$ cat src/rtl/vac_monitor_pkg.sv
// Shared constants for the vacuum switch point monitor.
package vac_monitor_pkg;
  // Parameter indices reached over the parameter access port.
  localparam logic [7:0] IDX_UPPER_THR_A  = 8'h3c;
  localparam logic [7:0] IDX_UPPER_THR_B  = 8'h3d;
  localparam logic [7:0] IDX_LOWER_THR_A  = 8'h3e;
  localparam logic [7:0] IDX_LOWER_THR_B  = 8'h3f;
  localparam logic [7:0] IDX_UPPER_MODE   = 8'h40;
  localparam logic [7:0] IDX_LOWER_MODE   = 8'h41;
  localparam logic [7:0] IDX_SUPPLY_VOLT  = 8'h42;
  localparam logic [7:0] IDX_WIN_HYST     = 8'h43;
  localparam logic [7:0] IDX_EVAC_LIMIT   = 8'h6b;
  localparam logic [7:0] IDX_COND_FLAGS   = 8'h92;
  localparam logic [7:0] IDX_EVAC_TIME    = 8'h95;
  // Bit positions of the condition warning flags.
  localparam int unsigned BIT_EVAC_OVER   = 1;
  localparam int unsigned BIT_UPPER_MISS  = 3;
  localparam int unsigned BIT_SUPPLY_BAD  = 5;
  // Switching point mode field: bits 2:1 select the mode, bit 0 selects NC.
  localparam logic [1:0] MODE_TWO_POINT   = 2'h0;
  localparam logic [1:0] MODE_WINDOW      = 2'h1;
  localparam logic [1:0] MODE_COND_MON    = 2'h2;
  localparam logic [1:0] MODE_DIAG        = 2'h3;
  localparam logic [2:0] MODE_RESET       = 3'h0;
  // Status light codes.
  localparam logic [1:0] LIGHT_GREEN      = 2'h0;
  localparam logic [1:0] LIGHT_YELLOW     = 2'h1;
  localparam logic [1:0] LIGHT_RED        = 2'h2;
  // Event codes, values are arbitrary.
  localparam logic [15:0] EVT_EVAC_OVER   = 16'h0a01;
  localparam logic [15:0] EVT_UPPER_MISS  = 16'h0a03;
  localparam logic [15:0] EVT_SUPPLY_BAD  = 16'h0a05;
  // Limits and figures.
  localparam logic [16:0] MIN_SEP_MBAR    = 17'h0001e;
  localparam logic [15:0] MAX_EVAC_MS     = 16'h270f;
  localparam logic [15:0] SUPPLY_NOM_MV   = 16'h5dc0;
  localparam logic [15:0] RESET_ZERO      = 16'h0000;
  // Timing: one millisecond expressed in clock cycles.
  localparam int unsigned CLK_PERIOD_NS   = 4;
  localparam int unsigned MS_IN_NS        = 1000000;
  localparam int unsigned CYC_PER_MS      = MS_IN_NS / CLK_PERIOD_NS;
endpackage

$ cat src/rtl/vacuum_switch_point_monitor.sv
// Vacuum switch point evaluation with condition monitoring.
//
// Behaviour
// - Warnings held as bits 1, 3, 5.
// - Any warning but supply turns status light yellow immediately.
// - Evacuation over limit sets bit, yellow, event.
// - Zero limit disables check; writes above 9999 rejected.
// - Evacuation limit held in its own parameter.
// - Upper point missed sets warning, yellow.
// - Miss warning shown at phase end until cycle.
// - Upper point thresholds in two parameters.
// - Supply voltage measured and readable.
// - Supply out of band: warning, status, event, error.
// - Warnings and errors pushed as events.
// - Two points, four modes each, NO/NC variants.
// - NC inverts output, process bit, indicator.
// - Only one point in monitoring/diagnostics mode.
// - Two-point: on at threshold, off below reset.
// - Window active between limits, symmetric hysteresis.
// - Window limits share two-point threshold storage.
// - Reject mode change below 30 mbar separation.
// - Evacuation time in ms, lower to upper.
// - Suction cycle starts at apply-vacuum command.
`timescale 1ns/1ps
module vacuum_switch_point_monitor
  import vac_monitor_pkg::*;
#(
  parameter int unsigned CYCLES_PER_MS  = CYC_PER_MS,
  parameter logic [15:0] SUPPLY_TOL_MV  = 16'h0960
) (
  input  wire logic        clk_sys,
  input  wire logic        sys_rst,
  input  wire logic        apply_vacuum,
  input  wire logic        vac_valid,
  input  wire logic [15:0] vac_sample,
  input  wire logic        supply_valid,
  input  wire logic [15:0] supply_mv,
  input  wire logic        par_wr,
  input  wire logic        par_rd,
  input  wire logic [7:0]  par_index,
  input  wire logic [15:0] par_wdata,
  output logic [15:0]      par_rdata_r,
  output logic             par_ack_r,
  output logic             par_err_r,
  output logic [1:0]       sw_out_r,
  output logic [1:0]       pd_bit_r,
  output logic [1:0]       led_orange_r,
  output logic [1:0]       status_light_r,
  output logic             device_error_r,
  output logic             event_valid_r,
  output logic [15:0]      event_code_r
);

  typedef enum logic [3:0] {
    CYC_IDLE   = 4'h1,
    CYC_WAIT   = 4'h2,
    CYC_TIMING = 4'h4,
    CYC_DONE   = 4'h8
  } cycle_e;

  cycle_e      cyc_r;
  logic [15:0] thr_on_r  [2];
  logic [15:0] thr_off_r [2];
  logic [2:0]  mode_r    [2];
  logic [15:0] win_hyst_r;
  logic [15:0] evac_limit_r;
  logic [15:0] evac_time_r;
  logic [15:0] supply_r;
  logic [7:0]  flags_r;
  logic [7:0]  flags_nxt;
  logic [2:0]  pend_r;
  logic [1:0]  act_r;
  logic [1:0]  act_nxt;
  logic        av_meta_r;
  logic        av_sync_r;
  logic        av_prev_r;
  logic        upper_seen_r;
  logic        supply_bad_r;
  logic [31:0] ms_div_r;
  logic [15:0] ms_cnt_r;
  logic        ms_tick;
  logic        cyc_start;
  logic        phase_end;
  logic        mode_wr;
  logic        mode_sel;
  logic        mode_ok;
  logic [2:0]  other_mode;
  logic [16:0] sep_on;
  logic [16:0] sep_off;

  // Apply-vacuum pin passes two flip-flops before any use.
  always_ff @(posedge clk_sys) begin
    if (sys_rst) begin
      av_meta_r <= 1'b0;
      av_sync_r <= 1'b0;
      av_prev_r <= 1'b0;
    end else begin
      av_meta_r <= apply_vacuum;
      av_sync_r <= av_meta_r;
      av_prev_r <= av_sync_r;
    end
  end

  assign cyc_start = av_sync_r & ~av_prev_r;
  assign phase_end = ~av_sync_r & av_prev_r;

  // Mode write validation against separation and exclusivity.
  assign mode_wr    = par_wr & ((par_index == IDX_UPPER_MODE) |
                                (par_index == IDX_LOWER_MODE));
  assign mode_sel   = (par_index == IDX_LOWER_MODE);
  assign other_mode = mode_sel ? mode_r[0] : mode_r[1];
  assign sep_on     = {1'b0, thr_off_r[mode_sel]} + MIN_SEP_MBAR;
  assign sep_off    = {1'b0, thr_off_r[mode_sel]} + {1'b0, win_hyst_r} +
                      MIN_SEP_MBAR;

  always_comb begin
    mode_ok = 1'b1;
    if (par_wdata[2] && other_mode[2]) begin
      mode_ok = 1'b0;
    end
    if ((par_wdata[2:1] == MODE_TWO_POINT) &&
        ({1'b0, thr_on_r[mode_sel]} < sep_on)) begin
      mode_ok = 1'b0;
    end
    if ((par_wdata[2:1] == MODE_WINDOW) &&
        ({1'b0, thr_on_r[mode_sel]} < sep_off)) begin
      mode_ok = 1'b0;
    end
  end

  // Parameter writes; threshold storage is shared by both modes.
  // shared limit storage
  always_ff @(posedge clk_sys) begin
    if (sys_rst) begin
      for (int i = 0; i < 2; i++) begin
        thr_on_r[i]  <= RESET_ZERO;
        thr_off_r[i] <= RESET_ZERO;
        mode_r[i]    <= MODE_RESET;
      end
      win_hyst_r   <= RESET_ZERO;
      evac_limit_r <= RESET_ZERO;
    end else if (par_wr) begin
      case (par_index)
        IDX_UPPER_THR_A: thr_on_r[0]  <= par_wdata;
        IDX_UPPER_THR_B: thr_off_r[0] <= par_wdata;
        IDX_LOWER_THR_A: thr_on_r[1]  <= par_wdata;
        IDX_LOWER_THR_B: thr_off_r[1] <= par_wdata;
        IDX_WIN_HYST:    win_hyst_r   <= par_wdata;
        IDX_EVAC_LIMIT: begin
          if (par_wdata <= MAX_EVAC_MS) begin
            evac_limit_r <= par_wdata;
          end
        end
        IDX_UPPER_MODE: begin
          if (mode_ok) begin
            mode_r[0] <= par_wdata[2:0];
          end
        end
        IDX_LOWER_MODE: begin
          if (mode_ok) begin
            mode_r[1] <= par_wdata[2:0];
          end
        end
        default: ;
      endcase
    end
  end

  // Parameter reads and the acknowledge of every access.
  always_ff @(posedge clk_sys) begin
    if (sys_rst) begin
      par_rdata_r <= RESET_ZERO;
      par_ack_r   <= 1'b0;
      par_err_r   <= 1'b0;
    end else begin
      par_ack_r <= par_wr | par_rd;
      par_err_r <= 1'b0;
      if (par_rd) begin
        case (par_index)
          IDX_UPPER_THR_A: par_rdata_r <= thr_on_r[0];
          IDX_UPPER_THR_B: par_rdata_r <= thr_off_r[0];
          IDX_LOWER_THR_A: par_rdata_r <= thr_on_r[1];
          IDX_LOWER_THR_B: par_rdata_r <= thr_off_r[1];
          IDX_UPPER_MODE:  par_rdata_r <= {13'h0000, mode_r[0]};
          IDX_LOWER_MODE:  par_rdata_r <= {13'h0000, mode_r[1]};
          IDX_SUPPLY_VOLT: par_rdata_r <= supply_r;
          IDX_WIN_HYST:    par_rdata_r <= win_hyst_r;
          IDX_EVAC_LIMIT:  par_rdata_r <= evac_limit_r;
          IDX_COND_FLAGS:  par_rdata_r <= {8'h00, flags_r};
          IDX_EVAC_TIME:   par_rdata_r <= evac_time_r;
          default: begin
            par_rdata_r <= RESET_ZERO;
            par_err_r   <= 1'b1;
          end
        endcase
      end else if (par_wr) begin
        par_err_r <= (mode_wr & ~mode_ok) |
                     ((par_index == IDX_EVAC_LIMIT) &
                      (par_wdata > MAX_EVAC_MS));
      end
    end
  end

  // Per-point evaluation against the newest sample.
  for (genvar g = 0; g < 2; g++) begin : g_point
    logic [16:0] samp;
    logic [16:0] hi;
    logic [16:0] lo;
    logic [16:0] hy;
    assign samp = {1'b0, vac_sample};
    assign hi   = {1'b0, thr_on_r[g]};
    assign lo   = {1'b0, thr_off_r[g]};
    assign hy   = {1'b0, win_hyst_r};

    always_comb begin
      act_nxt[g] = act_r[g];
      if (vac_valid) begin
        case (mode_r[g][2:1])
          MODE_TWO_POINT: begin
            if (samp >= hi) begin
              act_nxt[g] = 1'b1;
            end else if (samp < lo) begin
              act_nxt[g] = 1'b0;
            end
          end
          MODE_WINDOW: begin
            if (act_r[g]) begin
              act_nxt[g] = (samp + hy >= lo) && (samp <= hi + hy);
            end else begin
              act_nxt[g] = (samp >= lo + hy) && (samp + hy <= hi);
            end
          end
          default: act_nxt[g] = 1'b0;
        endcase
      end
    end

    always_ff @(posedge clk_sys) begin
      if (sys_rst) begin
        act_r[g]        <= 1'b0;
        sw_out_r[g]     <= 1'b0;
        pd_bit_r[g]     <= 1'b0;
        led_orange_r[g] <= 1'b0;
      end else begin
        act_r[g]        <= act_nxt[g];
        sw_out_r[g]     <= act_r[g] ^ mode_r[g][0];
        pd_bit_r[g]     <= act_r[g] ^ mode_r[g][0];
        led_orange_r[g] <= act_r[g] ^ mode_r[g][0];
      end
    end
  end

  // Millisecond tick for evacuation timing.
  assign ms_tick = (ms_div_r == CYCLES_PER_MS - 1);
  always_ff @(posedge clk_sys) begin
    if (sys_rst || ms_tick || cyc_r != CYC_TIMING) begin
      ms_div_r <= 32'h00000000;
    end else begin
      ms_div_r <= ms_div_r + 32'h00000001;
    end
  end

  always_ff @(posedge clk_sys) begin
    if (sys_rst) begin
      cyc_r        <= CYC_IDLE;
      ms_cnt_r     <= RESET_ZERO;
      evac_time_r  <= RESET_ZERO;
      upper_seen_r <= 1'b0;
    end else begin
      if (act_r[0] && cyc_r != CYC_IDLE) begin
        upper_seen_r <= 1'b1;
      end
      case (cyc_r)
        CYC_IDLE: ;
        CYC_WAIT: begin
          if (act_r[1]) begin
            cyc_r    <= CYC_TIMING;
            ms_cnt_r <= RESET_ZERO;
          end
        end
        CYC_TIMING: begin
          if (act_r[0]) begin
            cyc_r       <= CYC_DONE;
            evac_time_r <= ms_cnt_r;
          end else if (ms_tick && ms_cnt_r != 16'hffff) begin
            ms_cnt_r <= ms_cnt_r + 16'h0001;
          end
        end
        CYC_DONE: ;
        default: cyc_r <= CYC_IDLE;
      endcase
      if (phase_end) begin
        cyc_r <= CYC_IDLE;
      end
      if (cyc_start) begin
        cyc_r        <= CYC_WAIT;
        upper_seen_r <= 1'b0;
      end
    end
  end

  // Supply voltage capture and tolerance band check.
  always_ff @(posedge clk_sys) begin
    if (sys_rst) begin
      supply_r     <= RESET_ZERO;
      supply_bad_r <= 1'b0;
    end else if (supply_valid) begin
      supply_r     <= supply_mv;
      supply_bad_r <= ({1'b0, supply_mv} >
                       {1'b0, SUPPLY_NOM_MV} + {1'b0, SUPPLY_TOL_MV}) ||
                      ({1'b0, supply_mv} + {1'b0, SUPPLY_TOL_MV} <
                       {1'b0, SUPPLY_NOM_MV});
    end
  end

  // Warning flags; a set in the cycle-start cycle wins over the clear.
  always_comb begin
    flags_nxt = flags_r;
    if (cyc_start) begin
      flags_nxt[BIT_EVAC_OVER]  = 1'b0;
      flags_nxt[BIT_UPPER_MISS] = 1'b0;
    end
    if (cyc_r == CYC_TIMING && evac_limit_r != RESET_ZERO &&
        ms_cnt_r > evac_limit_r) begin
      flags_nxt[BIT_EVAC_OVER] = 1'b1;
    end
    if (phase_end && !upper_seen_r && !act_r[0]) begin
      flags_nxt[BIT_UPPER_MISS] = 1'b1;
    end
    flags_nxt[BIT_SUPPLY_BAD] = supply_bad_r;
  end

  always_ff @(posedge clk_sys) begin
    if (sys_rst) begin
      flags_r        <= 8'h00;
      status_light_r <= LIGHT_GREEN;
      device_error_r <= 1'b0;
    end else begin
      flags_r        <= flags_nxt;
      device_error_r <= flags_nxt[BIT_SUPPLY_BAD];
      if (flags_nxt[BIT_SUPPLY_BAD]) begin
        status_light_r <= LIGHT_RED;
      end else if (flags_nxt != 8'h00) begin
        status_light_r <= LIGHT_YELLOW;
      end else begin
        status_light_r <= LIGHT_GREEN;
      end
    end
  end

  always_ff @(posedge clk_sys) begin
    if (sys_rst) begin
      pend_r        <= 3'h0;
      event_valid_r <= 1'b0;
      event_code_r  <= RESET_ZERO;
    end else begin
      event_valid_r <= 1'b0;
      if (pend_r[0]) begin
        event_valid_r <= 1'b1;
        event_code_r  <= EVT_EVAC_OVER;
      end else if (pend_r[1]) begin
        event_valid_r <= 1'b1;
        event_code_r  <= EVT_UPPER_MISS;
      end else if (pend_r[2]) begin
        event_valid_r <= 1'b1;
        event_code_r  <= EVT_SUPPLY_BAD;
      end
      pend_r <= (pend_r & ~(pend_r & (~pend_r + 3'h1))) |
                {flags_nxt[BIT_SUPPLY_BAD] & ~flags_r[BIT_SUPPLY_BAD],
                 flags_nxt[BIT_UPPER_MISS] & ~flags_r[BIT_UPPER_MISS],
                 flags_nxt[BIT_EVAC_OVER] & ~flags_r[BIT_EVAC_OVER]};
    end
  end

  a_evac_disabled: assert property (@(posedge clk_sys) disable iff (sys_rst)
    (evac_limit_r == RESET_ZERO) |=> !$rose(flags_r[BIT_EVAC_OVER]))
    else $error("evacuation warning with zero limit");
  a_light_yellow: assert property (@(posedge clk_sys) disable iff (sys_rst)
    (flags_r != 8'h00 && !flags_r[BIT_SUPPLY_BAD]) |->
    status_light_r == LIGHT_YELLOW)
    else $error("warning present but light not yellow");
  a_event_follows: assert property (@(posedge clk_sys) disable iff (sys_rst)
    $rose(flags_r[BIT_EVAC_OVER]) |-> ##[0:3]
    (event_valid_r && event_code_r == EVT_EVAC_OVER))
    else $error("no event for evacuation warning");
  a_nc_invert: assert property (@(posedge clk_sys) disable iff (sys_rst)
    ##1 sw_out_r[0] == ($past(act_r[0]) ^ $past(mode_r[0][0])) &&
    pd_bit_r == sw_out_r && led_orange_r == sw_out_r)
    else $error("output logic inversion wrong");
  a_mode_excl: assert property (@(posedge clk_sys) disable iff (sys_rst)
    !(mode_r[0][2] && mode_r[1][2]))
    else $error("both points in monitoring mode");
  // miss appears only at phase end
  a_miss_phase: assert property (@(posedge clk_sys) disable iff (sys_rst)
    $rose(flags_r[BIT_UPPER_MISS]) |-> $past(phase_end))
    else $error("miss warning outside phase end");
  a_reject_keep: assert property (@(posedge clk_sys) disable iff (sys_rst)
    (mode_wr && !mode_ok && !mode_sel) |=> $stable(mode_r[0]) && par_err_r)
    else $error("rejected mode change altered mode");
  a_supply_flag: assert property (@(posedge clk_sys) disable iff (sys_rst)
    (supply_valid && ({1'b0, supply_mv} >
     {1'b0, SUPPLY_NOM_MV} + {1'b0, SUPPLY_TOL_MV})) |=> ##1
    (flags_r[BIT_SUPPLY_BAD] && status_light_r == LIGHT_RED))
    else $error("supply fault not flagged");
  a_two_point_on: assert property (@(posedge clk_sys) disable iff (sys_rst)
    (vac_valid && mode_r[0][2:1] == MODE_TWO_POINT &&
     vac_sample >= thr_on_r[0]) |=> act_r[0])
    else $error("two-point did not switch on");

endmodule // vacuum_switch_point_monitor

$ cat config.mk
export PLATFORM = sky130hd
export DESIGN_NAME = vacuum_switch_point_monitor
export DESIGN_NICKNAME = d
export VERILOG_FILES = /design/src/rtl/vac_monitor_pkg.sv /design/src/rtl/vacuum_switch_point_monitor.sv
export SDC_FILE = /design/constraint.sdc
export NUM_CORES = 1
export LEC_CHECK = 0
export BUFFER_PORTS_ARGS = -buffer_cell sky130_fd_sc_hd__buf_2
export CORE_AREA = 3 3 340 174
export CTS_CLUSTER_SIZE = 30
export DETAILED_ROUTE_END_ITERATION = 10
export DIE_AREA = 0 0 343 177
export GPL_ROUTABILITY_DRIVEN = 0
export GPL_TIMING_DRIVEN = 0
export SYNTH_ARGS = -nofsm -noshare
export SYNTH_HDL_FRONTEND = slang
export SYNTH_SLANG_ARGS = --single-unit
export TNS_END_PERCENT = 50
$ cat constraint.sdc
create_clock -name clk_sys -period 8.82 [get_ports clk_sys]
set_clock_uncertainty 0.15 [all_clocks]
set_input_delay 0.882 -clock clk_sys [delete_from_list [all_inputs] [get_ports clk_sys]]
set_output_delay 0.882 -clock clk_sys [all_outputs]
set_load 0.02 [all_outputs]
==> flow_summary_export.csv <==
group,metric,value,unit
grt,grt_first_pass_wirelength,110000,µm
worst_hold_path,worstHoldPathType,"flop to flop",
setup_path,crit_path_max_fanout,10,
sta,max_clock_freq,0.127,GHz
clocking,clockBufferDepth,3,
logic_synthesis,syn_inst,2324,
drt,overall_routed_net_length,75300,µm
floorplanning,placeableCoreArea,0.0559,mm²
cells_and_area,fraction_of_final_layout_cells_sized_beyond_drive_strength_1,7.45,%
sta,timing_hold_violations_final,0,
clocking,cts_made_buffers,25,
cells_and_area,antennaDiodeCount,0,
power_and_ir_drop,cellLeakagePower,9.40,nW
sta,setup_ws,956,ps
sta,fin_crit,7860,ps
logic_synthesis,synth_cell_types,75,
cells_and_area,layout.cells.most_common,"sky130_fd_sc_hd__ha_1",
floorplanning,io_pins,107,
drt,wire_per_inst,23.3,µm
logic_synthesis,synth_seq_cells,224,
sta,report.final.setup_viol,0,
cells_and_area,num-nets-final,2868,
cells_and_area,mostFrequentLayoutCells,"sky130_fd_sc_hd__ha_1 (347), sky130_fd_sc_hd__nand2_1 (208), sky130_fd_sc_hd__a21oi_1 (182), sky130_fd_sc_hd__nor2_1 (174), sky130_fd_sc_hd__inv_1 (157)",
floorplanning,start_util,35.2,%
clocking,cts_sinks,224,
sta,grt_setup_unrepaired,"false",
power_and_ir_drop,pwrdens,127,mW/mm²
setup_path,cp-endpoint,"mode_r[0][2]",
setup_path,r2r_setup_slack,2550,ps
clocking,cts_tree,"built",
run_status,violations,"capacitance limit, slew limit",
place,detailedPlacementHpwl,56400,µm
power_and_ir_drop,vdd.ir_drop.worst,131,µV
setup_path,path_class,"input port to flop",
setup_path,rr_endpoint,"mode_r[0][2]",
logic_synthesis,postSynth.asyncResetShare,0,%
clocking,post_cts_setup_buffer_count,0,
setup_path,cpPeakStageDelay,520,ps
sta,period_share,89.2,%
grt,grt_max_degree,17,
drt,route.detailed.vias_per_inst,5.79,
logic_synthesis,synth-seq-area-share,26.3,%
drt,detailroute.via_count,18700,
setup_path,reg_to_reg_start,"win_hyst_r[1]",
place,preCtsSetupSlack,477,ps
grt,global_route.overflow_total,0,
cells_and_area,area_overhead_of_the_layout_relative_to_synthesis,11.8,%
sta,timing.max_slew.rel_slack,-5.22,%
floorplanning,chip_height,177,µm
clocking,clockRootBuffer,"sky130_fd_sc_hd__clkbuf_16",
setup_path,critical_path.endpoint_type,"flop",
floorplanning,core.rowCount,61,
floorplanning,die-area,0.0607,mm²
sta,fin_setup_tns,0,ps
flow_run,maximum_capacitance_violations,1,
setup_path,worst_ep_arrival_time,7900,ps
logic_synthesis,synthFlopType,"sky130_fd_sc_hd__dfxtp_1",
setup_path,cp_slowest_cell,"sky130_fd_sc_hd__o31ai_1",
logic_synthesis,synth-edff-count,70,
grt,first_global_vias,17500,
drt,drtAntennaViolNets,0,
setup_path,required,8850,ps
sta,worst_pin_slew,1570,ps
clocking,cts_max_level,1,
floorplanning,chipWidth,343,µm
clocking,clkSlewWorstSetupHoldPaths,60,ps
setup_path,type_of_origin_of_the_critical_path,"input port",
clocking,post_cts_hold_buffer_count,0,
drt,drtIter0Drc,1965,
drt,drc,0,
drt,detailedRoute.firstPassIterationCount,7,
clocking,post_cts.resized_instances,0,
logic_synthesis,synth_area_per_cell,8.47,µm²
run_status,status,"finished with violations",
place,numPortBuffers,91,
logic_synthesis,syn_area,0.0197,mm²
setup_path,r2r.worst_path.cells,21,
grt,grt_use_total,24.1,%
logic_synthesis,yosysWarningCount,0,
setup_path,critical_path_origin,"par_index[1]",
grt,grt_antenna_before_repair,0,
sta,final_number_of_max_transition_violations,11,
clocking,worst_skew_pair.late_latency,540,ps
metrics by stage:
stage | hold WS [ps] | utilization [%] | instance area (µm²) | cells | power, mW
after global routing | 323 | 39.4 | 22000 | 3227 | 2.90
final | 309 | 39.4 | 22000 | 3227 | 2.79
after CTS | 309 | 39.4 | 22000 | 3227 | 2.79
after global placement | 284 | 37.8 | 21100 | 3181 | 1.67
after detailed placement | 282 | 37.8 | 21100 | 3181 | 1.68
after floorplan | 264 | - | 19700 | 2334 | 1.47
registers in the layout, indices dropped and copies added, names as in the netlist, 4 cells and up:
signal,count
ms_cnt_r,16
par_rdata_r,16
ms_div_r,32
evac_time_r,16
thr_on_r,32
supply_r,16
win_hyst_r,16
evac_limit_r,16
mode_r,6
thr_off_r,32
cyc_r,4
power breakdown:
| part | internal, mW | total (mW) | switching (mW) |
|---|---|---|---|
| Combinational | 0.197 | 0.506 | 0.309 |
| Sequential | 1.09 | 1.17 | 0.0786 |
| Clock | 0.681 | 1.12 | 0.435 |
| Total | 1.97 | 2.79 | 0.823 |
final cells by class:
type | instances | area (µm²)
fill | 5672 | 33900
inverter | 157 | 589
clock inverter | 16 | 229
multi-input combinational | 1872 | 13600
timing repair buffer | 91 | 455
sequential | 224 | 5180
tap | 756 | 946
buffer | 81 | 378
clock buffer | 30 | 654
critical path, delay by kind of cell:
kind / cells / cell delay, ps
fa+ha+maj: 4 / 1110
compound gates: 15 / 3230
xor+xnor: 1 / 90
buf+inv: 7 / 2270
simple gates: 2 / 310
worst min-delay path by stage:
stage                            from  cells past startpoint     endpoint
after global placement    ms_div_r[0]                      1  ms_div_r[0]
after global routing        av_meta_r                      1    av_sync_r
after CTS                   av_meta_r                      1    av_sync_r
final                       av_meta_r                      1    av_sync_r
after detailed placement    av_meta_r                      1    av_sync_r
after floorplan             av_meta_r                      1    av_sync_r
layer usage:
layer,track usage [%],share of wire (%),up-vias
met2,37.8,43,830
li1,-,-,8804
met5,0,0,-
met4,11.4,5.7,0
met3,6.54,10,225
met1,30.9,41,8833
Yosys cell counts (all sizes together), types with 7 or more instances:
library cell / number / area (µm²)
a21o: 43 / 323
or3: 23 / 144
nor2: 174 / 653
o21ai: 128 / 644
a311oi: 9 / 78.8
edfxtp: 70 / 2100
o211ai: 12 / 109
clkbuf: 49 / 184
nand3: 64 / 320
inv: 157 / 589
o2111ai: 13 / 114
nand2: 208 / 781
mux2i: 38 / 380
a2111oi: 8 / 70.1
a22oi: 13 / 97.6
buf: 32 / 194
ha: 347 / 4340
a221oi: 17 / 149
and3: 20 / 130
and2: 38 / 238
nor2b: 24 / 150
o21a: 21 / 158
o31ai: 11 / 82.6
xnor2: 69 / 604
a31oi: 20 / 140
and4: 7 / 61.3
dfxtp: 154 / 3080
a211o: 12 / 105
a211oi: 34 / 255
or2: 12 / 75.1
nor3: 55 / 275
a222oi: 10 / 100
o21bai: 16 / 120
nand4: 42 / 263
nand2b: 29 / 181
nor4: 21 / 138
a221o: 9 / 90.1
a21oi: 182 / 911
o311ai: 7 / 61.3
xor2: 61 / 534
cells by family after synthesis:
kind of cell	Yosys count	share of synthesized area [%]
and+or+nand+nor	739	18.3
adders and majority gates	353	22.7
AOI/OAI and AO/OA	600	19.9
xor gates and xnor gates	130	5.79
other	1	0.0191
buffers and inverters	238	4.91
muxes	39	2.05
DFF	224	26.3
(Power assumes the default switching activity.)
